File: config.mk
export PLATFORM = sky130hd
export DESIGN_NAME = uurm_top
export DESIGN_NICKNAME = d
export VERILOG_FILES = /design/src/verilog/uurm_pkg.sv /design/src/verilog/uurm_fifo.sv /design/src/verilog/uurm_baud_gen.sv /design/src/verilog/uurm_top.sv
export SDC_FILE = /design/constraint.sdc
export NUM_CORES = 1
export LEC_CHECK = 0
export ABC_CLOCK_PERIOD_IN_PS = 3900
export CAP_MARGIN = 5
export CORE_ASPECT_RATIO = 2
export CORE_MARGIN = 2
export CORE_UTILIZATION = 50
export CTS_BUF_LIST = sky130_fd_sc_hd__clkbuf_16
export DETAILED_ROUTE_END_ITERATION = 10
export DONT_BUFFER_PORTS = 1
export PLACE_DENSITY = 0.73
export SETUP_SLACK_MARGIN = 0.3
export SYNTH_ARGS = -nofsm -noshare
export SYNTH_HDL_FRONTEND = slang
export SYNTH_SLANG_ARGS = --single-unit
File: constraint.sdc
create_clock -name i_clk_sys -period 3.9 [get_ports i_clk_sys]
set_clock_uncertainty 0.1 [all_clocks]
set_input_delay 0.39 -clock i_clk_sys [delete_from_list [all_inputs] [get_ports i_clk_sys]]
set_output_delay 0.39 -clock i_clk_sys [all_outputs]
set_load 0.05 [all_outputs]
File: src/verilog/uurm_pkg.sv
// Shared constants and types for the serial channel register block
package uurm_pkg;

  // ********************************************************************
  // Register offsets (3-bit address)
  // ********************************************************************
  localparam logic [2:0] ADDR_DATA  = 3'h0;  // receive/transmit holding, divisor low
  localparam logic [2:0] ADDR_IER   = 3'h1;  // interrupt enable, divisor high
  localparam logic [2:0] ADDR_ISR   = 3'h2;  // interrupt source/fifo control, alternate function
  localparam logic [2:0] ADDR_LCR   = 3'h3;
  localparam logic [2:0] ADDR_MCR   = 3'h4;
  localparam logic [2:0] ADDR_LSR   = 3'h5;
  localparam logic [2:0] ADDR_MSR   = 3'h6;
  localparam logic [2:0] ADDR_SPR   = 3'h7;

  // ********************************************************************
  // Field positions
  // ********************************************************************
  localparam int LCR_DLAB_BIT  = 7;
  localparam int LCR_BREAK_BIT = 6;
  localparam int LCR_FORCE_BIT = 5;
  localparam int LCR_EVEN_BIT  = 4;
  localparam int LCR_PEN_BIT   = 3;
  localparam int LCR_STOP_BIT  = 2;
  localparam int FCR_EN_BIT    = 0;
  localparam int FCR_RXRST_BIT = 1;
  localparam int FCR_TXRST_BIT = 2;
  localparam int FCR_DMA_BIT   = 3;
  localparam int IER_RXD_BIT   = 0;
  localparam int IER_TXE_BIT   = 1;
  localparam int IER_LS_BIT    = 2;
  localparam int IER_MS_BIT    = 3;

  // ********************************************************************
  // Reset values, interrupt codes, trigger levels
  // ********************************************************************
  localparam logic [7:0] REG_RESET    = 8'h00;
  localparam logic [3:0] ISR_NONE     = 4'h1;
  localparam logic [3:0] ISR_LINE     = 4'h6;
  localparam logic [3:0] ISR_RXDATA   = 4'h4;
  localparam logic [3:0] ISR_TXREADY  = 4'h2;
  localparam logic [3:0] ISR_MODEM    = 4'h0;
  localparam logic [4:0] TRIG_LVL0    = 5'h01;
  localparam logic [4:0] TRIG_LVL1    = 5'h04;
  localparam logic [4:0] TRIG_LVL2    = 5'h08;
  localparam logic [4:0] TRIG_LVL3    = 5'h0E;
  localparam int         FIFO_DEPTH   = 16;
  localparam logic [3:0] TICKS_PER_BIT_M1 = 4'hF;  // 16x clock per bit

  // ********************************************************************
  // Carriers
  // ********************************************************************
  typedef struct packed {
    logic       brk;   // break tag
    logic       fe;    // framing error tag
    logic       pe;    // parity error tag
    logic [7:0] data;
  } uurm_rxchar_s;

  typedef struct packed {
    logic cd_n;
    logic ri_n;
    logic dsr_n;
    logic cts_n;
  } uurm_modem_in_s;

  typedef struct packed {
    logic op2_n;
    logic op1_n;
    logic rts_n;
    logic dtr_n;
  } uurm_modem_out_s;

endpackage

File: src/verilog/uurm_fifo.sv
// Flip-flop FIFO with level count, used for receive and transmit
`timescale 1ns/100ps
module uurm_fifo
  import uurm_pkg::*;
#(
  parameter int WIDTH = 8,
  parameter int DEPTH = 16,
  parameter int AW    = $clog2(DEPTH)
) (
  input  wire logic             i_clk_sys,
  input  wire logic             i_resetn,
  input  wire logic             i_clear,
  input  wire logic             i_push,
  input  wire logic [WIDTH-1:0] i_wdata,
  input  wire logic             i_pop,
  output logic      [WIDTH-1:0] o_rdata,
  output logic      [AW:0]      o_count
);

  logic [WIDTH-1:0] mem_reg [DEPTH];
  logic [AW-1:0]    wr_ptr_reg;
  logic [AW-1:0]    rd_ptr_reg;
  logic [AW:0]      count_reg;
  logic             do_push;
  logic             do_pop;

  // Caller guards full/empty; these guards only stop pointer wrap damage
  assign do_push = i_push && (count_reg != (AW+1)'(DEPTH)) && !i_clear;
  assign do_pop  = i_pop && (count_reg != '0) && !i_clear;
  assign o_rdata = mem_reg[rd_ptr_reg];
  assign o_count = count_reg;

  // ********************************************************************
  // Storage
  // ********************************************************************
  always_ff @(posedge i_clk_sys) begin
    if (do_push) begin
      mem_reg[wr_ptr_reg] <= i_wdata;
    end
  end

  // Pointers and level; clear leaves storage contents alone
  always_ff @(posedge i_clk_sys or negedge i_resetn) begin
    if (!i_resetn) begin
      wr_ptr_reg <= '0;
      rd_ptr_reg <= '0;
      count_reg  <= '0;
    end else if (i_clear) begin
      wr_ptr_reg <= '0;
      rd_ptr_reg <= '0;
      count_reg  <= '0;
    end else begin
      if (do_push) begin
        wr_ptr_reg <= wr_ptr_reg + 1'b1;
      end
      if (do_pop) begin
        rd_ptr_reg <= rd_ptr_reg + 1'b1;
      end
      count_reg <= count_reg + (AW+1)'(do_push) - (AW+1)'(do_pop);
    end
  end

endmodule

File: src/verilog/uurm_baud_gen.sv
// Programmable divider that makes the 16x bit-clock enable
`timescale 1ns/100ps
module uurm_baud_gen
  import uurm_pkg::*;
#(
  parameter int DIV_W = 16
) (
  input  wire logic             i_clk_sys,
  input  wire logic             i_resetn,
  input  wire logic [DIV_W-1:0] i_divisor,
  output logic                  o_tick
);

  logic [DIV_W-1:0] cnt_reg;

  // Down counter reloads from the divisor; zero divisor stops the clock
  always_ff @(posedge i_clk_sys or negedge i_resetn) begin
    if (!i_resetn) begin
      cnt_reg <= '0;
      o_tick  <= 1'b0;
    end else if (i_divisor == '0) begin
      cnt_reg <= '0;
      o_tick  <= 1'b0;
    end else if (cnt_reg <= DIV_W'(1)) begin
      cnt_reg <= i_divisor;  // 16-bit divide value sets the rate
      o_tick  <= 1'b1;
    end else begin
      cnt_reg <= cnt_reg - 1'b1;
      o_tick  <= 1'b0;
    end
  end

endmodule

File: src/verilog/uurm_top.sv
// One serial channel: register map, interrupts, FIFOs and transmitter
`timescale 1ns/100ps
module uurm_top
  import uurm_pkg::*;
#(
  parameter int DEPTH = FIFO_DEPTH
) (
  input  wire logic            i_clk_sys,
  input  wire logic            i_resetn,
  input  wire logic [2:0]      i_addr,
  input  wire logic            i_rd,
  input  wire logic            i_wr,
  input  wire logic [7:0]      i_wdata,
  output logic      [7:0]      o_rdata,
  input  wire logic            i_rx_valid,
  input  wire uurm_rxchar_s    i_rx_char,
  input  wire uurm_modem_in_s  i_modem,
  output uurm_modem_out_s      o_modem,
  output logic                 o_txd,
  output logic                 o_irq,
  output logic                 o_receive_ready_pin_n
);

  localparam int AW = $clog2(DEPTH);

  // ********************************************************************
  // Registers and internal signals
  // ********************************************************************
  logic [7:0]    dll_reg;
  logic [7:0]    dlm_reg;
  logic [3:0]    ier_reg;
  logic [7:0]    lcr_reg;
  logic [4:0]    mcr_reg;
  logic [7:0]    spr_reg;
  logic [2:0]    afr_reg;
  logic          fifo_en_reg;
  logic          dma_reg;
  logic [1:0]    trig_sel_reg;
  logic          rx_clr_reg;
  logic          tx_clr_reg;
  logic          overrun_reg;
  logic          line_int_reg;
  logic          tx_int_reg;
  logic          head_new_reg;
  logic          tx_empty_prev_reg;
  logic [3:0]    msr_delta_reg;
  uurm_modem_in_s modem_prev_reg;
  logic [AW:0]   err_cnt_reg;
  logic          dlab;
  logic          rd_rhr;
  logic          wr_thr;
  logic          rd_lsr;
  logic          rd_isr;
  logic          rd_msr;
  uurm_rxchar_s  rx_head;
  logic [AW:0]   rx_count;
  logic [AW:0]   tx_count;
  logic [7:0]    tx_head;
  logic          rx_full;
  logic          tx_full;
  logic          rx_push;
  logic          rx_pop;
  logic          tx_push;
  logic          tx_pop;
  logic          rx_ovr_evt;
  logic          rx_data_int;
  logic          ms_int;
  logic [3:0]    isr_code;
  logic [4:0]    trig_lvl;
  logic [7:0]    line_status;
  logic          tick;
  logic          tsr_idle;

  // Line status reads 1-4 feed the line interrupt, head tags are live
  function automatic logic head_err(input uurm_rxchar_s c);
    return c.brk | c.fe | c.pe;
  endfunction

  // Receive trigger level decode
  function automatic logic [4:0] trig_decode(input logic [1:0] sel);
    unique case (sel)
      2'b00: return TRIG_LVL0;
      2'b01: return TRIG_LVL1;
      2'b10: return TRIG_LVL2;
      2'b11: return TRIG_LVL3;
    endcase
  endfunction

  // ********************************************************************
  // Address decode
  // ********************************************************************
  assign dlab   = lcr_reg[LCR_DLAB_BIT];
  assign rd_rhr = i_rd && i_addr == ADDR_DATA && !dlab;
  assign wr_thr = i_wr && i_addr == ADDR_DATA && !dlab;
  assign rd_isr = i_rd && i_addr == ADDR_ISR && !dlab;
  assign rd_lsr = i_rd && i_addr == ADDR_LSR;
  assign rd_msr = i_rd && i_addr == ADDR_MSR;

  // Non-FIFO mode behaves as a one-deep FIFO
  assign rx_full  = fifo_en_reg ? (rx_count == (AW+1)'(DEPTH)) : (rx_count != '0);
  assign tx_full  = fifo_en_reg ? (tx_count == (AW+1)'(DEPTH)) : (tx_count != '0);
  assign rx_push  = i_rx_valid && !rx_full;
  assign rx_ovr_evt = i_rx_valid && rx_full;  // New character is dropped
  assign rx_pop   = rd_rhr && rx_count != '0;
  assign tx_push  = wr_thr && !tx_full;
  assign trig_lvl = fifo_en_reg ? trig_decode(trig_sel_reg) : TRIG_LVL0;

  // ********************************************************************
  // FIFOs and baud generator
  // ********************************************************************
  uurm_fifo #(
    .WIDTH ($bits(uurm_rxchar_s)),
    .DEPTH (DEPTH)
  ) u_rx_fifo (
    .i_clk_sys (i_clk_sys),
    .i_resetn  (i_resetn),
    .i_clear   (rx_clr_reg),
    .i_push    (rx_push),
    .i_wdata   (i_rx_char),
    .i_pop     (rx_pop),
    .o_rdata   (rx_head),
    .o_count   (rx_count)
  );

  uurm_fifo #(
    .WIDTH (8),
    .DEPTH (DEPTH)
  ) u_tx_fifo (
    .i_clk_sys (i_clk_sys),
    .i_resetn  (i_resetn),
    .i_clear   (tx_clr_reg),
    .i_push    (tx_push),
    .i_wdata   (i_wdata),
    .i_pop     (tx_pop),
    .o_rdata   (tx_head),
    .o_count   (tx_count)
  );

  uurm_baud_gen #(
    .DIV_W (16)
  ) u_baud_gen (
    .i_clk_sys (i_clk_sys),
    .i_resetn  (i_resetn),
    .i_divisor ({dlm_reg, dll_reg}),
    .o_tick    (tick)
  );

  // ********************************************************************
  // Host-written configuration
  // ********************************************************************
  always_ff @(posedge i_clk_sys or negedge i_resetn) begin
    if (!i_resetn) begin
      dll_reg <= REG_RESET;
      dlm_reg <= REG_RESET;
      ier_reg <= '0;        // All sources disabled
      lcr_reg <= REG_RESET;
      mcr_reg <= '0;
      spr_reg <= REG_RESET;
      afr_reg <= '0;
    end else if (i_wr) begin
      unique case (i_addr)
        ADDR_DATA: if (dlab) begin
          dll_reg <= i_wdata;
        end
        ADDR_IER: if (dlab) begin
          dlm_reg <= i_wdata;
        end else begin
          ier_reg <= i_wdata[3:0];
        end
        ADDR_ISR: if (dlab) begin
          afr_reg <= i_wdata[2:0];
        end
        ADDR_LCR: lcr_reg <= i_wdata;
        ADDR_MCR: mcr_reg <= i_wdata[4:0];
        ADDR_SPR: spr_reg <= i_wdata;
        ADDR_LSR, ADDR_MSR: ;
      endcase
    end
  end

  // FIFO control; other bits only take effect with the enable bit set
  always_ff @(posedge i_clk_sys or negedge i_resetn) begin
    if (!i_resetn) begin
      fifo_en_reg  <= 1'b0;
      dma_reg      <= 1'b0;
      trig_sel_reg <= 2'b00;
      rx_clr_reg   <= 1'b0;
      tx_clr_reg   <= 1'b0;
    end else begin
      rx_clr_reg <= 1'b0;
      tx_clr_reg <= 1'b0;
      if (i_wr && i_addr == ADDR_ISR && !dlab) begin
        fifo_en_reg <= i_wdata[FCR_EN_BIT];
        if (i_wdata[FCR_EN_BIT]) begin
          dma_reg      <= i_wdata[FCR_DMA_BIT];
          trig_sel_reg <= i_wdata[7:6];
          rx_clr_reg   <= i_wdata[FCR_RXRST_BIT];
          tx_clr_reg   <= i_wdata[FCR_TXRST_BIT];
        end
      end
    end
  end

  // ********************************************************************
  // Receive status tracking
  // ********************************************************************
  // Count of error-tagged characters anywhere in the receive FIFO
  always_ff @(posedge i_clk_sys or negedge i_resetn) begin
    if (!i_resetn) begin
      err_cnt_reg <= '0;
    end else if (rx_clr_reg) begin
      err_cnt_reg <= '0;
    end else begin
      err_cnt_reg <= err_cnt_reg + (AW+1)'(rx_push && head_err(i_rx_char))
                     - (AW+1)'(rx_pop && head_err(rx_head));
    end
  end

  // Overrun and line interrupt are sticky; a set beats a same-cycle clear
  always_ff @(posedge i_clk_sys or negedge i_resetn) begin
    if (!i_resetn) begin
      overrun_reg  <= 1'b0;
      line_int_reg <= 1'b0;
      head_new_reg <= 1'b0;
    end else begin
      head_new_reg <= (rx_pop && rx_count > (AW+1)'(1)) || (rx_push && rx_count == '0);
      if (rx_ovr_evt) begin
        overrun_reg <= 1'b1;
      end else if (rd_lsr) begin
        overrun_reg <= 1'b0;
      end
      if (rx_ovr_evt) begin
        line_int_reg <= 1'b1;                         // Immediate on overrun
      end else if (head_new_reg && rx_count != '0 && head_err(rx_head)) begin
        line_int_reg <= 1'b1;                         // Only once at read position
      end else if (rd_lsr) begin
        line_int_reg <= 1'b0;
      end
    end
  end

  // ********************************************************************
  // Transmitter ready and modem deltas
  // ********************************************************************
  always_ff @(posedge i_clk_sys or negedge i_resetn) begin
    if (!i_resetn) begin
      tx_empty_prev_reg <= 1'b1;
      tx_int_reg        <= 1'b0;
    end else begin
      tx_empty_prev_reg <= tx_count == '0;
      if (tx_count == '0 && !tx_empty_prev_reg) begin
        tx_int_reg <= 1'b1;                           // FIFO just drained
      end else if (wr_thr || (rd_isr && isr_code == ISR_TXREADY)) begin
        tx_int_reg <= 1'b0;
      end
    end
  end

  // Ring delta flags the end of a ring; others flag any change
  always_ff @(posedge i_clk_sys or negedge i_resetn) begin
    if (!i_resetn) begin
      modem_prev_reg <= '1;
      msr_delta_reg  <= '0;
    end else begin
      modem_prev_reg <= i_modem;
      for (int i = 0; i < 4; i++) begin
        if ((i == 2) ? (i_modem[i] && !modem_prev_reg[i]) : (i_modem[i] != modem_prev_reg[i])) begin
          msr_delta_reg[i] <= 1'b1;
        end else if (rd_msr) begin
          msr_delta_reg[i] <= 1'b0;
        end
      end
    end
  end

  // ********************************************************************
  // Interrupt priority
  // ********************************************************************
  // Receive level: trigger in FIFO mode, any data otherwise
  assign rx_data_int = ier_reg[IER_RXD_BIT] && rx_count >= (AW+1)'(trig_lvl);
  assign ms_int      = ier_reg[IER_MS_BIT] && msr_delta_reg != '0;

  // Highest pending unmasked source wins
  always_comb begin
    if (ier_reg[IER_LS_BIT] && line_int_reg) begin
      isr_code = ISR_LINE;
    end else if (rx_data_int) begin
      isr_code = ISR_RXDATA;
    end else if (ier_reg[IER_TXE_BIT] && tx_int_reg) begin
      isr_code = ISR_TXREADY;
    end else if (ms_int) begin
      isr_code = ISR_MODEM;
    end else begin
      isr_code = ISR_NONE;                            // Bit 0 high means idle
    end
  end

  // Line status; each direction reads its own bits
  assign line_status = {err_cnt_reg != '0,
                tx_count == '0 && tsr_idle,
                tx_count == '0,
                (rx_count != '0) ? {rx_head.brk, rx_head.fe, rx_head.pe} : 3'b000,
                overrun_reg,
                rx_count != '0};

  // ********************************************************************
  // Read data and registered outputs
  // ********************************************************************
  always_ff @(posedge i_clk_sys or negedge i_resetn) begin
    if (!i_resetn) begin
      o_rdata <= REG_RESET;
    end else if (i_rd) begin
      unique case (i_addr)
        ADDR_DATA: o_rdata <= dlab ? dll_reg : rx_head.data;
        ADDR_IER:  o_rdata <= dlab ? dlm_reg : {4'h0, ier_reg};
        ADDR_ISR:  o_rdata <= dlab ? {5'h00, afr_reg}
                                   : {{2{fifo_en_reg}}, 2'b00, isr_code};
        ADDR_LCR:  o_rdata <= lcr_reg;
        ADDR_MCR:  o_rdata <= {3'b000, mcr_reg};
        ADDR_LSR:  o_rdata <= line_status;
        ADDR_MSR:  o_rdata <= {~i_modem, msr_delta_reg};
        ADDR_SPR:  o_rdata <= spr_reg;
      endcase
    end
  end

  // Pins track their controls one cycle behind
  always_ff @(posedge i_clk_sys or negedge i_resetn) begin
    if (!i_resetn) begin
      o_irq                 <= 1'b0;
      o_modem               <= '1;
      o_receive_ready_pin_n <= 1'b1;
    end else begin
      o_irq                 <= isr_code != ISR_NONE;
      o_modem               <= ~mcr_reg[3:0];
      o_receive_ready_pin_n <= dma_reg ? !(rx_count >= (AW+1)'(trig_lvl)) : (rx_count == '0);
    end
  end

  // ********************************************************************
  // Transmit shift register
  // ********************************************************************
  typedef enum logic {TX_IDLE, TX_SHIFT} uurm_tx_e;
  uurm_tx_e   tx_state_reg;
  logic [11:0] frame_reg;
  logic [3:0]  bits_left_reg;
  logic [3:0]  sub_reg;
  logic [11:0] frame_next;
  logic [3:0]  nbits;
  logic        par;

  assign tsr_idle = tx_state_reg == TX_IDLE;
  assign tx_pop   = tsr_idle && tx_count != '0;
  assign nbits    = 4'h5 + {2'b00, lcr_reg[1:0]};

  // Frame: start, data LSB first, optional parity, stop marks
  always_comb begin
    par        = ^(tx_head & ~(8'hFF << nbits));
    if (lcr_reg[LCR_FORCE_BIT]) begin
      par = !lcr_reg[LCR_EVEN_BIT];
    end else if (!lcr_reg[LCR_EVEN_BIT]) begin
      par = !par;
    end
    frame_next = 12'hFFE;
    for (int i = 0; i < 8; i++) begin
      if (i < int'(nbits)) begin
        frame_next[i+1] = tx_head[i];
      end
    end
    if (lcr_reg[LCR_PEN_BIT]) begin
      frame_next[nbits+4'h1] = par;
    end
  end

  // Sixteen baud ticks per bit; long stop rounds to two bits
  always_ff @(posedge i_clk_sys or negedge i_resetn) begin
    if (!i_resetn) begin
      tx_state_reg  <= TX_IDLE;
      frame_reg     <= '1;
      bits_left_reg <= '0;
      sub_reg       <= '0;
    end else begin
      unique case (tx_state_reg)
        TX_IDLE: if (tx_pop) begin
          frame_reg     <= frame_next;
          bits_left_reg <= nbits + 4'h2 + {3'b000, lcr_reg[LCR_PEN_BIT]}
                           + {3'b000, lcr_reg[LCR_STOP_BIT]};
          sub_reg       <= '0;
          tx_state_reg  <= TX_SHIFT;
        end
        TX_SHIFT: if (tick) begin
          sub_reg <= sub_reg + 1'b1;
          if (sub_reg == TICKS_PER_BIT_M1) begin
            frame_reg     <= {1'b1, frame_reg[11:1]};
            bits_left_reg <= bits_left_reg - 1'b1;
            if (bits_left_reg == 4'h1) begin
              tx_state_reg <= TX_IDLE;
            end
          end
        end
      endcase
    end
  end

  // Break forces space; loopback holds the line at mark
  always_ff @(posedge i_clk_sys or negedge i_resetn) begin
    if (!i_resetn) begin
      o_txd <= 1'b1;
    end else begin
      o_txd <= lcr_reg[LCR_BREAK_BIT] ? 1'b0 :
               mcr_reg[4] ? 1'b1 :
               tsr_idle ? 1'b1 : frame_reg[0];
    end
  end

endmodule

**Word level (Yosys, flattened, before mapping)**

Memory sizes are Yosys's and may differ from the RTL's.
Index checks and enable logic that the tools add are counted.

- Flip-flop bits (word level): 147
- Latch bits: 0
- Bits in writable memories: 304
- Bits in read-only memories: 0
- Logic and storage cells: 276
- Memories kept: 2

- Add/sub/neg operators: 18
- $mul: 0
- Div/mod/pow operators: 0
- Magnitude comparators: 13
- Eq/ne operators: 24
- Shift operators: 1
- Multiplexer cells: 81
- Bitwise logic cells: 10
- Reduce and logical (&&, ||, !) cells: 81

Memory list:

| memory | depth | width | read ports | clocked after Yosys merged registers in | write ports | line | text |
|---|---|---|---|---|---|---|---|
| u_rx_fifo.mem_reg | 16 | 11 | 1 | 0 | 1 | uurm_fifo.sv:20 | `logic [WIDTH-1:0] mem_reg [DEPTH];` |
| u_tx_fifo.mem_reg | 16 | 8 | 1 | 0 | 1 | uurm_fifo.sv:20 |  |

Operator list:

| operator | count |
|---|---|
| 8-bit one-hot mux with 8 select lines | 1 |
| 4-bit 2-to-1 mux | 13 |
| 12-bit 2-to-1 mux | 4 |
| 1-bit 2-to-1 mux | 43 |
| 1-bit logical AND | 38 |
| 16-bit 2-to-1 mux | 2 |
| 4-bit by 1-bit adder with 4-bit output, second input constant | 6 |
| 8-bit 2-to-1 mux | 3 |
| 12-bit one-hot mux with 2 select lines | 1 |
| 5-bit 2-to-1 mux | 4 |
| 5-bit one-hot mux with 4 select lines | 1 |
| 2-bit nonzero test | 10 |
| 16-bit by 1-bit less-or-equal comparator with 1-bit output, second input constant | 1 |
| 16-bit logical NOT | 1 |
| 3-bit by 4-bit < comparator with 1-bit output, first input constant | 4 |
| 4-bit one-hot mux with 2 select lines | 2 |
| 16-bit by 1-bit subtractor with 16-bit output, second input constant | 1 |
| 5-bit by 1-bit adder with 5-bit output | 3 |
| 3-bit AND reduction | 5 |
| 5-bit nonzero test | 3 |
| 5-bit by 1-bit subtractor with 5-bit output | 3 |
| 12-bit bitwise mux | 1 |
| 3-bit equality test, second input constant | 4 |
| 5-bit equality test, second input constant | 2 |
| 40 further kinds | 72 |

**Longest topological paths before layout**

Gate-level depths: netlist (run 1).

- Depth after elaboration: 12
- Gate-level depth with buffers: 16

**By module**

Synthesis (run 1) repeated with hierarchy kept, for this count alone.

- Cell total of the unflattened synthesis: 1421
- Area total of the unflattened synthesis: 20387.1 sq um

Modules (own cells, without submodules):

| module | instances | cells an instance | area each (sq um) | sequential area each (sq um) |
|---|---|---|---|---|
| uurm_fifo at u_rx_fifo | 1 | 428 | 7852.5 | 5610.4 |
| uurm_fifo at u_tx_fifo | 1 | 337 | 5890.6 | 4169.0 |
| uurm_top | 1 | 554 | 5617.9 | 2631.3 |
| uurm_baud_gen | 1 | 102 | 1026.0 | 425.4 |

**Worst setup path before layout (run 1)**

Ideal clock, no wire load.

- Kind: flip-flop to flip-flop
- Start: reg u_rx_fifo.rd_ptr_reg[0]
- End: reg err_cnt_reg[4]
- Library setup time: 78 ps
- Data arrival time: 3956 ps
- Data required time: 3722 ps
- Slack: -234 ps
- Stages on the path, launching flop included: 15
- Buffers on the path: 2
- Clock period less this slack: 4134 ps
- Cells stage by stage: dfrtp_1 -> clkbuf_1 -> buf_2 -> mux4_2 -> mux4_2 -> nor3_1 -> nor2_1 -> ha_1 -> inv_1 -> ha_1 -> fa_1 -> a21oi_1 -> nor2_1 -> or3_1 -> a21oi_1

- Longest elaborated chain between the ends: 6

Ends and longest elaborated chain:

| what | line | text |
|---|---|---|
| from (decl) | uurm_fifo.sv:22 | `logic [AW-1:0] rd_ptr_reg;` |
| from (signal assigned) | uurm_fifo.sv:57 | `rd_ptr_reg <= rd_ptr_reg + 1'b1;` |
| memory read 16 x 11 bit * | -- |  |
| 1-bit bitwise OR | uurm_top.sv:76 | `return c.brk \| c.fe \| c.pe;` |
| 1-bit bitwise OR * | uurm_top.sv:76 |  |
| 1-bit logical AND * | uurm_top.sv:215 | `- (AW+1)'(rx_pop && head_err(rx_head));` |
| 5-bit by 1-bit subtractor with 5-bit output * | uurm_top.sv:215 |  |
| 5-bit 2-to-1 mux * | uurm_top.sv:211 | `end else if (rx_clr_reg) begin` |
| to (signal assigned) | uurm_top.sv:214 | `err_cnt_reg <= err_cnt_reg + (AW+1)'(rx_push && head_err(i_rx_char))` |
| to (decl) | uurm_top.sv:48 | `logic [AW:0] err_cnt_reg;` |

Mark *: on every way between the ends. The rest lies on a longest branch, timed or not.
A chain may end at the register's enable or synchronous reset.

**Worst setup path in the final report (run 1)**

Same ends and word-level chain as after synthesis.

==> results of run 1 <==
[area by class of cell]
cell class	instances	area, um^2
Clock inverter	26	300
Antenna cell	2	5.00
Timing Repair Buffer	78	674
Clock buffer	40	1000
Inverter	52	195
Tap cell	520	651
Multi-Input combinational cell	752	6440
Sequential cell	451	12800
Fill cell	3024	16700
[repair_timing]
action,CTS,global route
endpoints found under the hold margin,515,147
gates resized for setup,3,6
gates cloned,0,0
endpoints found under the setup margin,1,8
pin swaps,2,3
buffers inserted,2,2
[cells in the final DEF, fill, tap and decap left out, drive strengths merged, types with 43 or more instances in the layout]
master  Yosys  final
mux2       45     45
inv        52     60
mux2i      45     45
buf        19     52
nand2      91     91
mux4       79     79
edfxtp    304    304
dfrtp     124    124
a21oi      43     43
nor2      101    101
ha         51     51
[layer usage]
layer  up-vias  GRT usage (%)  share of wire [%]
met3       161           3.44                4.1
met4         2           14.2                7.1
met1      5766           23.1                 32
met5         -              0              0.015
met2       327           43.9                 56
li1       5058              -                  -
[power by group through the flow]
stage,logic [mW],registers (mW),clock network [mW]
after floorplan,2.38,6.10,0
after global placement,2.84,6.27,0
after detailed placement,2.93,6.29,0
after CTS,3.07,6.20,4.05
after global routing,3.39,6.26,4.23
final,3.06,6.20,4.00
[cells by family after synthesis]
logic type / count (synthesis)
AND/OR/NAND/NOR: 316
adder cells (fa/ha/maj): 55
multiplexers: 169
buffers and inverters: 107
flip-flops: 451
AO/OA/AOI/OAI: 165
XOR/XNOR: 47
[how the worst min path moves through the flow]
stage / endpoint / slack (ps) / cells past startpoint
6_report: bits_left_reg[3]$_DFFE_PN0P_ / -560 / 0
3_5_place_dp: bits_left_reg[1]$_DFFE_PN0P_ / 0.3 / 0
5_1_grt: bits_left_reg[3]$_DFFE_PN0P_ / -570 / 0
3_3_place_gp: bits_left_reg[3]$_DFFE_PN0P_ / 1 / 0
2_1_floorplan: afr_reg[0]$_DFFE_PN0P_ / -6 / 0
4_1_cts: u_tx_fifo.rd_ptr_reg[2]$_DFFE_PN0P_ / -580 / 0
[worst max-delay path: cells and delay by family (launching register included)]
kind                       cells  cell delay, ps
muxes                          2            1030
adders and majority gates      3             800
and+or+nand+nor                4             680
DFF                            1             400
AOI/OAI and AO/OA              2             250
buffers and inverters          2             190
[metrics by stage]
step	utilization [%]	std cells	instance area [um^2]	setup slack, ps	hold slack [ps]
final	57.0	1921	22100	379	-559
after CTS	56.9	1917	22100	304	-578
after floorplan	-	1310	19800	334	-5.59
after global routing	57.0	1921	22100	217	-572
after global placement	52.8	1823	20500	318	1.03
after detailed placement	52.8	1823	20500	332	0.316
==> reports/results.ini, run 1 <==
[clock_network]
cts.htree.levels = 2
cts_made_buffers = 38
cts_tree = yes
clkSinkCount = 451
cts_root_buffer = clkbuf_16
max-clock-path-buffers = 3
clk_latency_ps = 550
holdBufCountCts = 26
clk_pin_slew_ps = 70

[global_route]
track_usage_pct = 23.2
grt_pass1_wl_um = 70500
grt_antenna_before_repair = 2
first_global_vias = 12187
grt_max_degree = 148
overflow = 0

[outcome]
violations = hold timing
status = complete, but fails checks

[pwr]
seq_power_share_pct = 46.8
p_per_area_nw_per_um2 = 600
intPower_mw = 9.40
switchingPower_mw = 3.87
power_frac_comb_pct = 23.1
swShare_pct = 29.2
cellLeakagePower_nw = 8.02
vdd_ir_drop_max_v = 0.000477
p_clk_share_pct = 30.2
total_power_mw = 13.3

[logic_synthesis]
synth_area_leaders = edfxtp_1 (46%), dfrtp_1 (16%), mux4_2 (9.0%), ha_1 (3.2%), dfstp_2 (3.1%)
synth_top_family_by_area = multiplexers
syn_area_per_cell_um2 = 15.0
synth_area_um2 = 19700
synthSimpleGateAreaFrac_pct = 7.41
ys_ff_latch = 451
synth_top_area_share_pct = 46.3
synth_largest_area_cell = edfxtp_1
synthFlopType = edfxtp_1
async_flop_share_pct = 32.6
yosys_warnings = 0
synth_compound_gate_area_share_pct = 5.39
synth.most_common_cell = edfxtp_1
syn_nets = 1396
synth.yosys.seq_area_share_pct = 65.2
synth_common_cells = edfxtp_1 (304), dfrtp_1 (124), nor2_1 (101), nand2_1 (91), mux4_2 (79)
synthAdderAreaFrac_pct = 3.65
synth-xor-area-share_pct = 2.24
synth.area.mux_share_pct = 13.9
synth_edf_count = 304
ys_types = 64
synthCells = 1310

[critical_path]
reg2regPathDepth = 13
critPathCapture = err_cnt_reg[4]$_DFF_PN0_
critPathLaunchType = flip-flop
max_stage_delay_ps = 530
crit_path_end_kind = flip-flop
crit_start = u_rx_fifo.rd_ptr_reg[0]$_DFFE_PN0P_
crit_arrival_ps = 3890
critPathRequiredTime_ps = 4270
r2r_end = err_cnt_reg[4]$_DFF_PN0_
crit_type = reg2reg
path_cells = buf_12 > mux4_2 > mux4_2 > nor3_4 > nor2_1 > ha_1 > inv_1 > ha_2 > fa_2 > a21oi_2 > nor2_1 > or3_1 > a21oi_1
reg2reg_from = u_rx_fifo.rd_ptr_reg[0]$_DFFE_PN0P_
reg2reg_slack_ps = 380
slowest_stage = mux4_2
cp_max_fo = 8

[timing]
final_max_slew_viol_count = 0
worst_pin_slew_ps = 1050
whs_ps = -559
min_period_over_period_pct = 90.3
slew_headroom_pct = 29.6
setup_violations = 0
hold_violations = 147
min_period_ps = 3520
rsz0062_at_grt = true
fin_setup_tns_ps = 0
max_freq_mhz = 284

[floorplanning]
row_count = 102
dieWidth_um = 144
die_h_um = 285
coreArea_um2 = 38800
ios = 46
fp.dieArea_um2 = 41100
initial_utilization_pct = 50.8

[placed_design]
hpwlAfterDp_um = 32300
gp_congestion = 0.890
portBuffers = 0

[route]
wirelength_um = 46100
firstDrtPassIters = 5
drt-initial-drc-count = 614
final_antenna_net_count = 0
drc_errors = 0
vias_per_cell = 5.89
vias = 11314
drt-wirelength-per-cell_um = 24.0

[finish]
largest_reg_flops = 176
final_nets = 1459
area_growth_pct = 12.3
drive_above_1_share_pct = 17.1

[run]
maxCapViolations = 0

[worst_hold_path]
hp-class = in2async

No activity file was read; power rests on OpenSTA's default activity.
==> run 2: changes to the inputs <==
Settings changed: GPL_TIMING_DRIVEN from default to 0, MAX_ROUTING_LAYER from default to met4, TNS_END_PERCENT from default to 1.
==> reports/results.ini, run 2 (synthesis results as in run 1) <==
[clock_network]
clk_latency_ps = 540  ; about the same
clkSinkCount = 451  ; unchanged
max-clock-path-buffers = 3  ; unchanged
clk_pin_slew_ps = 70  ; about the same
holdBufCountCts = 24  ; -7.7%
cts_tree = yes
cts.htree.levels = 2  ; unchanged
cts_made_buffers = 39  ; +2.6%
cts_root_buffer = clkbuf_16

[pwr]
total_power_mw = 13.7  ; +3.1%
vdd_ir_drop_max_v = 0.000494  ; +3.6%
cellLeakagePower_nw = 8.13  ; +1.4%
p_per_area_nw_per_um2 = 612  ; +2.0%

[finish]
fin_cells = 1963  ; +2.2%
largest_reg_flops = 176  ; unchanged
final_nets = 1499  ; +2.7%
final_common_cell = edfxtp_1
area_growth_pct = 13.5
fill_cells = 3014  ; -0.33%
regArea_um2 = 12800  ; about the same
layout_common_cells = edfxtp_1 (304), dfrtp_1 (124), nor2_1 (98)
multi_input_area_um2 = 6470  ; +0.43%
drive_above_1_share_pct = 17.1  ; +0.057 points

[route]
wirelength_um = 47200  ; +2.5%
drt-wirelength-per-cell_um = 24.0  ; +0.27%
firstDrtPassIters = 5  ; unchanged
final_antenna_net_count = 0  ; unchanged
drc_errors = 0  ; unchanged
drt-initial-drc-count = 745  ; +21%
vias_per_cell = 5.85  ; -0.67%
vias = 11484  ; +1.5%

[floorplanning]
fp.dieArea_um2 = 41100  ; unchanged
coreArea_um2 = 38800  ; unchanged
dieWidth_um = 144  ; unchanged
die_h_um = 285  ; unchanged
row_count = 102  ; unchanged
initial_utilization_pct = 50.8  ; unchanged
ios = 46  ; unchanged

[timing]
setup_violations = 0  ; unchanged
final_max_slew_viol_count = 0  ; unchanged
rsz0062_at_grt = true
max_freq_mhz = 264  ; -7.0%
min_period_over_period_pct = 97.1  ; +6.8 points
fin_setup_tns_ps = 0  ; unchanged
setup_ws_ps = 114  ; -265 ps
min_period_ps = 3790  ; +265 ps
hold_violations = 147  ; unchanged
slew_headroom_pct = 8.93  ; -21 points
whs_ps = -557  ; +2.47 ps
worst_pin_slew_ps = 1360  ; +309 ps

[outcome]
status = complete, but fails checks
violations = hold timing

[run]
maxCapViolations = 0  ; unchanged

[critical_path]
reg2reg_slack_ps = 110  ; -270 ps
critPathRequiredTime_ps = 4220  ; -50 ps
cp_max_fo = 8  ; unchanged
crit_path_end_kind = flip-flop
crit_arrival_ps = 4100  ; +210 ps
crit_type = reg2reg
reg2reg_from = u_rx_fifo.rd_ptr_reg[0]$_DFFE_PN0P_
r2r_end = line_int_reg$_DFFE_PN0P_
reg2regPathDepth = 21  ; +8
critPathLaunchType = flip-flop

[placed_design]
hpwlAfterDp_um = 33400  ; +3.4%
portBuffers = 0  ; unchanged
gp_congestion = 0.954  ; +7.2%
pre_cts_ws_ps = -173  ; -504 ps
placed_cells = 1837  ; +0.77%

[global_route]
overflow = 0  ; unchanged
grt_use_met1_pct = 23.8  ; +0.68 points
grt_max_degree = 148  ; unchanged
grtUsageMet2_pct = 45.1  ; +1.2 points
grt_pass1_wl_um = 72200  ; +2.4%
busiest_layer = met2
track_usage_pct = 24.5  ; +1.3 points
first_global_vias = 12248  ; +0.50%
grt_use_met3_pct = 4.04  ; +0.61 points
grt_antenna_before_repair = 2  ; unchanged

[worst_hold_path]
hp-class = in2async

run 2: changes by cell type in the layout (fill, tap and decap cells not counted), moves of 4 or more:
cell / previous run / this run
clkbuf_1: 0 / 30
buf_4: 48 / 38
buf_2: 0 / 6
dfrtp_1: 119 / 124
buf_1: 0 / 4
dfrtp_2: 4 / 0
run 2: area by class of cell:
class                      instances  share of cell area [%]
sequential                       451                    57.4
multi-input combinational        752                    28.9
clock buffer                      39                    4.36
tap                              520                    2.91
timing repair buffer              62                    2.37
clock inverter                    30                    1.62
buffer                            55                    1.53
inverter                          52                   0.873
antenna                            2                  0.0224
run 2: critical path, cell delays in order (launching register included):
cell	delay (ps)
dfrtp_1	380
clkbuf_16	170
buf_12	140
mux4_2	530
mux4_2	540
nor3_4	220
buf_4	140
buf_4	90
buf_4	90
buf_4	90
buf_4	90
buf_4	110
buf_4	120
buf_4	100
buf_4	90
buf_4	100
buf_4	90
buf_4	90
buf_4	90
buf_4	90
buf_4	90
o211ai_1	90
run 2: metrics by stage:
step                hold slack (ps)  instance area [um^2]  util (%)
global route                   -577                 22400      57.6
CTS                            -578                 22300      57.4
finish                         -557                 22400      57.6
detailed placement            -1.51                 20500      52.8
floorplan                     -5.59                 19800         -
global placement              -1.87                 20400      52.6
run 2: worst max path at each step:
stage | from | to | slack [ps] | depth (start not counted)
after global placement | u_rx_fifo.rd_ptr_reg[2]$_DFFE_PN0P_ | err_cnt_reg[4]$_DFF_PN0_ | -110 | 12
after global routing | u_rx_fifo.rd_ptr_reg[0]$_DFFE_PN0P_ | err_cnt_reg[4]$_DFF_PN0_ | 30 | 14
after CTS | u_rx_fifo.rd_ptr_reg[0]$_DFFE_PN0P_ | err_cnt_reg[4]$_DFF_PN0_ | 140 | 14
after detailed placement | u_rx_fifo.rd_ptr_reg[2]$_DFFE_PN0P_ | err_cnt_reg[4]$_DFF_PN0_ | -170 | 12
after floorplan | u_rx_fifo.rd_ptr_reg[0]$_DFFE_PN0P_ | err_cnt_reg[4]$_DFF_PN0_ | 330 | 14
final | u_rx_fifo.rd_ptr_reg[0]$_DFFE_PN0P_ | line_int_reg$_DFFE_PN0P_ | 110 | 21
run 2: where the power goes:
| part | total [mW] | leakage (nW) | switching [mW] | internal, mW |
|---|---|---|---|---|
| combinational | 3.43 | 2.98 | 1.73 | 1.70 |
| clock | 4.08 | 0.657 | 1.72 | 2.36 |
| sequential | 6.18 | 4.49 | 0.561 | 5.62 |
| total | 13.7 | 8.13 | 4.01 | 9.68 |
run 2: layer usage:
layer / wire length [um] / vias up
li1: - / 5139
met1: 15400 / 5836
met2: 26600 / 350
met3: 2050 / 159
met4: 3170 / 0
met5: 0 / -
run 2: repair_timing:
action	4_1_cts	5_1_grt
setup endpoints to repair	28	41
endpoints found under the hold margin	509	147
pin swaps	3	2
resized for setup	15	5
setup buffers	21	3
==> run 3: changes to the inputs <==
Settings changed: REMOVE_ABC_BUFFERS from default to 1.
==> reports/results.ini, run 3 (synthesis results as in run 1) <==
[critical_path]
critPathRequiredTime_ps = 4260  ; +40 ps
critPathLaunchType = flip-flop
cp_max_fo = 7  ; -1
crit_arrival_ps = 4040  ; -60 ps
crit_type = reg2reg
crit_path_end_kind = flip-flop

[pwr]
vdd_ir_drop_max_v = 0.000448  ; -9.3%
cellLeakagePower_nw = 7.85  ; -3.4%
p_per_area_nw_per_um2 = 594  ; -2.9%

[timing]
fin_setup_tns_ps = 0  ; unchanged
whs_ps = -554  ; +2.93 ps
hold_violations = 147  ; unchanged
final_max_slew_viol_count = 0  ; unchanged
slew_headroom_pct = 10.4  ; +1.5 points
max_freq_mhz = 272  ; +2.9%
min_period_over_period_pct = 94.3  ; -2.7 points
min_period_ps = 3680  ; -107 ps
rsz0062_at_grt = true
worst_pin_slew_ps = 1340  ; -21.7 ps
setup_violations = 0  ; unchanged

[finish]
drive_above_1_share_pct = 15.2  ; -1.9 points
final_common_cell = edfxtp_1
area_growth_pct = 11.0
final_nets = 1426  ; -4.9%
largest_reg_flops = 176  ; unchanged
fill_cells = 3107  ; +3.1%
layout_common_cells = edfxtp_1 (304), dfrtp_1 (119), nor2_1 (100)

[outcome]
status = complete, but fails checks
violations = hold timing

[global_route]
overflow = 0  ; unchanged
first_global_vias = 11739  ; -4.2%
track_usage_pct = 22.6  ; -1.9 points
grt_pass1_wl_um = 67300  ; -6.8%
grt_max_degree = 148  ; unchanged
grt_antenna_before_repair = 2  ; unchanged

[floorplanning]
coreArea_um2 = 38800  ; unchanged
ios = 46  ; unchanged
dieWidth_um = 144  ; unchanged
fp.dieArea_um2 = 41100  ; unchanged
die_h_um = 285  ; unchanged
initial_utilization_pct = 50.8  ; unchanged
row_count = 102  ; unchanged

[route]
drt-wirelength-per-cell_um = 23.1  ; -4.1%
vias_per_cell = 5.90  ; +0.94%
vias = 11184  ; -2.6%
drt-initial-drc-count = 681  ; -8.6%
drc_errors = 0  ; unchanged
final_antenna_net_count = 0  ; unchanged
firstDrtPassIters = 5  ; unchanged
wirelength_um = 43700  ; -7.4%

[clock_network]
cts_tree = yes
clk_latency_ps = 560  ; +20 ps
max-clock-path-buffers = 3  ; unchanged
cts_root_buffer = clkbuf_16
clkSinkCount = 451  ; unchanged
clk_pin_slew_ps = 70  ; about the same
cts_made_buffers = 40  ; +2.6%
cts.htree.levels = 2  ; unchanged
holdBufCountCts = 26  ; +8.3%

[placed_design]
gp_congestion = 0.881  ; -7.7%
hpwlAfterDp_um = 29700  ; -11%
portBuffers = 0  ; unchanged

[worst_hold_path]
hp-class = in2async

[run]
maxCapViolations = 0  ; unchanged

## run 3: stage by stage
step	instance area [um^2]	power, mW	worst slack [ps]	instances	utilization [%]
4_1_cts	21800	13.1	189	1886	56.2
2_1_floorplan	19500	8.37	-1100	1255	-
6_report	21900	13.0	221	1894	56.3
3_5_place_dp	20200	9.19	-325	1779	52.1
3_3_place_gp	20100	9.07	-2080	1775	51.8
5_1_grt	21900	13.6	113	1893	56.3
## run 3: worst max-delay path, stage by stage, from the launching register on
cell and delay (ps):
dfrtp_4 470, buf_12 150, mux4_2 510, mux4_2 530
nor3_4 240, nor2_2 60, ha_1 280, inv_1 40
ha_2 170, fa_2 350, a21oi_2 130, nor2_1 60
or3_1 370, a21oi_2 120
## run 3: power by group
group | internal [mW] | total, mW | switching [mW]
logic | 1.61 | 3.15 | 1.55
registers | 5.62 | 6.24 | 0.618
clock network | 1.88 | 3.59 | 1.71
total | 9.12 | 13.0 | 3.87
## run 3: path summary, 6_finish.rpt
| check | from | endpoint | slack, ps | depth (start not counted) |
|---|---|---|---|---|
| worst max-delay path | u_rx_fifo.rd_ptr_reg[0]$_DFFE_PN0P_ | err_cnt_reg[4]$_DFF_PN0_ | 220 | 13 |
| worst min-delay path | i_resetn | bits_left_reg[1]$_DFFE_PN0P_ | -550 | 0 |
| worst max register to register | u_rx_fifo.rd_ptr_reg[0]$_DFFE_PN0P_ | err_cnt_reg[4]$_DFF_PN0_ | 220 | 13 |
| worst min register to register | mcr_reg[0]$_DFFE_PN0P_ | o_modem[0]$_DFF_PN1_ | 320 | 1 |
| max in group asynchronous | i_resetn | o_modem[1]$_DFF_PN1_ | 3960 | 0 |
| min in group i_clk_sys | i_addr[0] | fifo_en_reg$_DFFE_PN0P_ | 30 | 4 |
## run 3: layout make-up
cell class | count | area (um^2) | area share [%]
Inverter | 52 | 195 | 0.893
Sequential cell | 451 | 12800 | 58.8
Multi-Input combinational cell | 752 | 6470 | 29.6
Clock inverter | 33 | 175 | 0.801
Clock buffer | 40 | 1000 | 4.58
Timing Repair Buffer | 43 | 508 | 2.32
Antenna cell | 3 | 7.51 | 0.0343
Tap cell | 520 | 651 | 2.98
## run 3: metal layers
metal  track usage [%]  part of all wire, %  up-vias
met3              3.25                  4.6      117
met1              23.3                   34     5712
met4              11.2                  5.5        0
met2              41.0                   56      339
li1                  -                    -     5016
met5                 -                    0        -
## run 3: what timing repair did
action / CTS / global route
gates cloned: 2 / 0
gates resized for setup: 11 / 5
setup endpoints to repair: 28 / 198
pin swaps: 3 / 2
buffers inserted: 6 / 4
endpoints found under the hold margin: 516 / 147
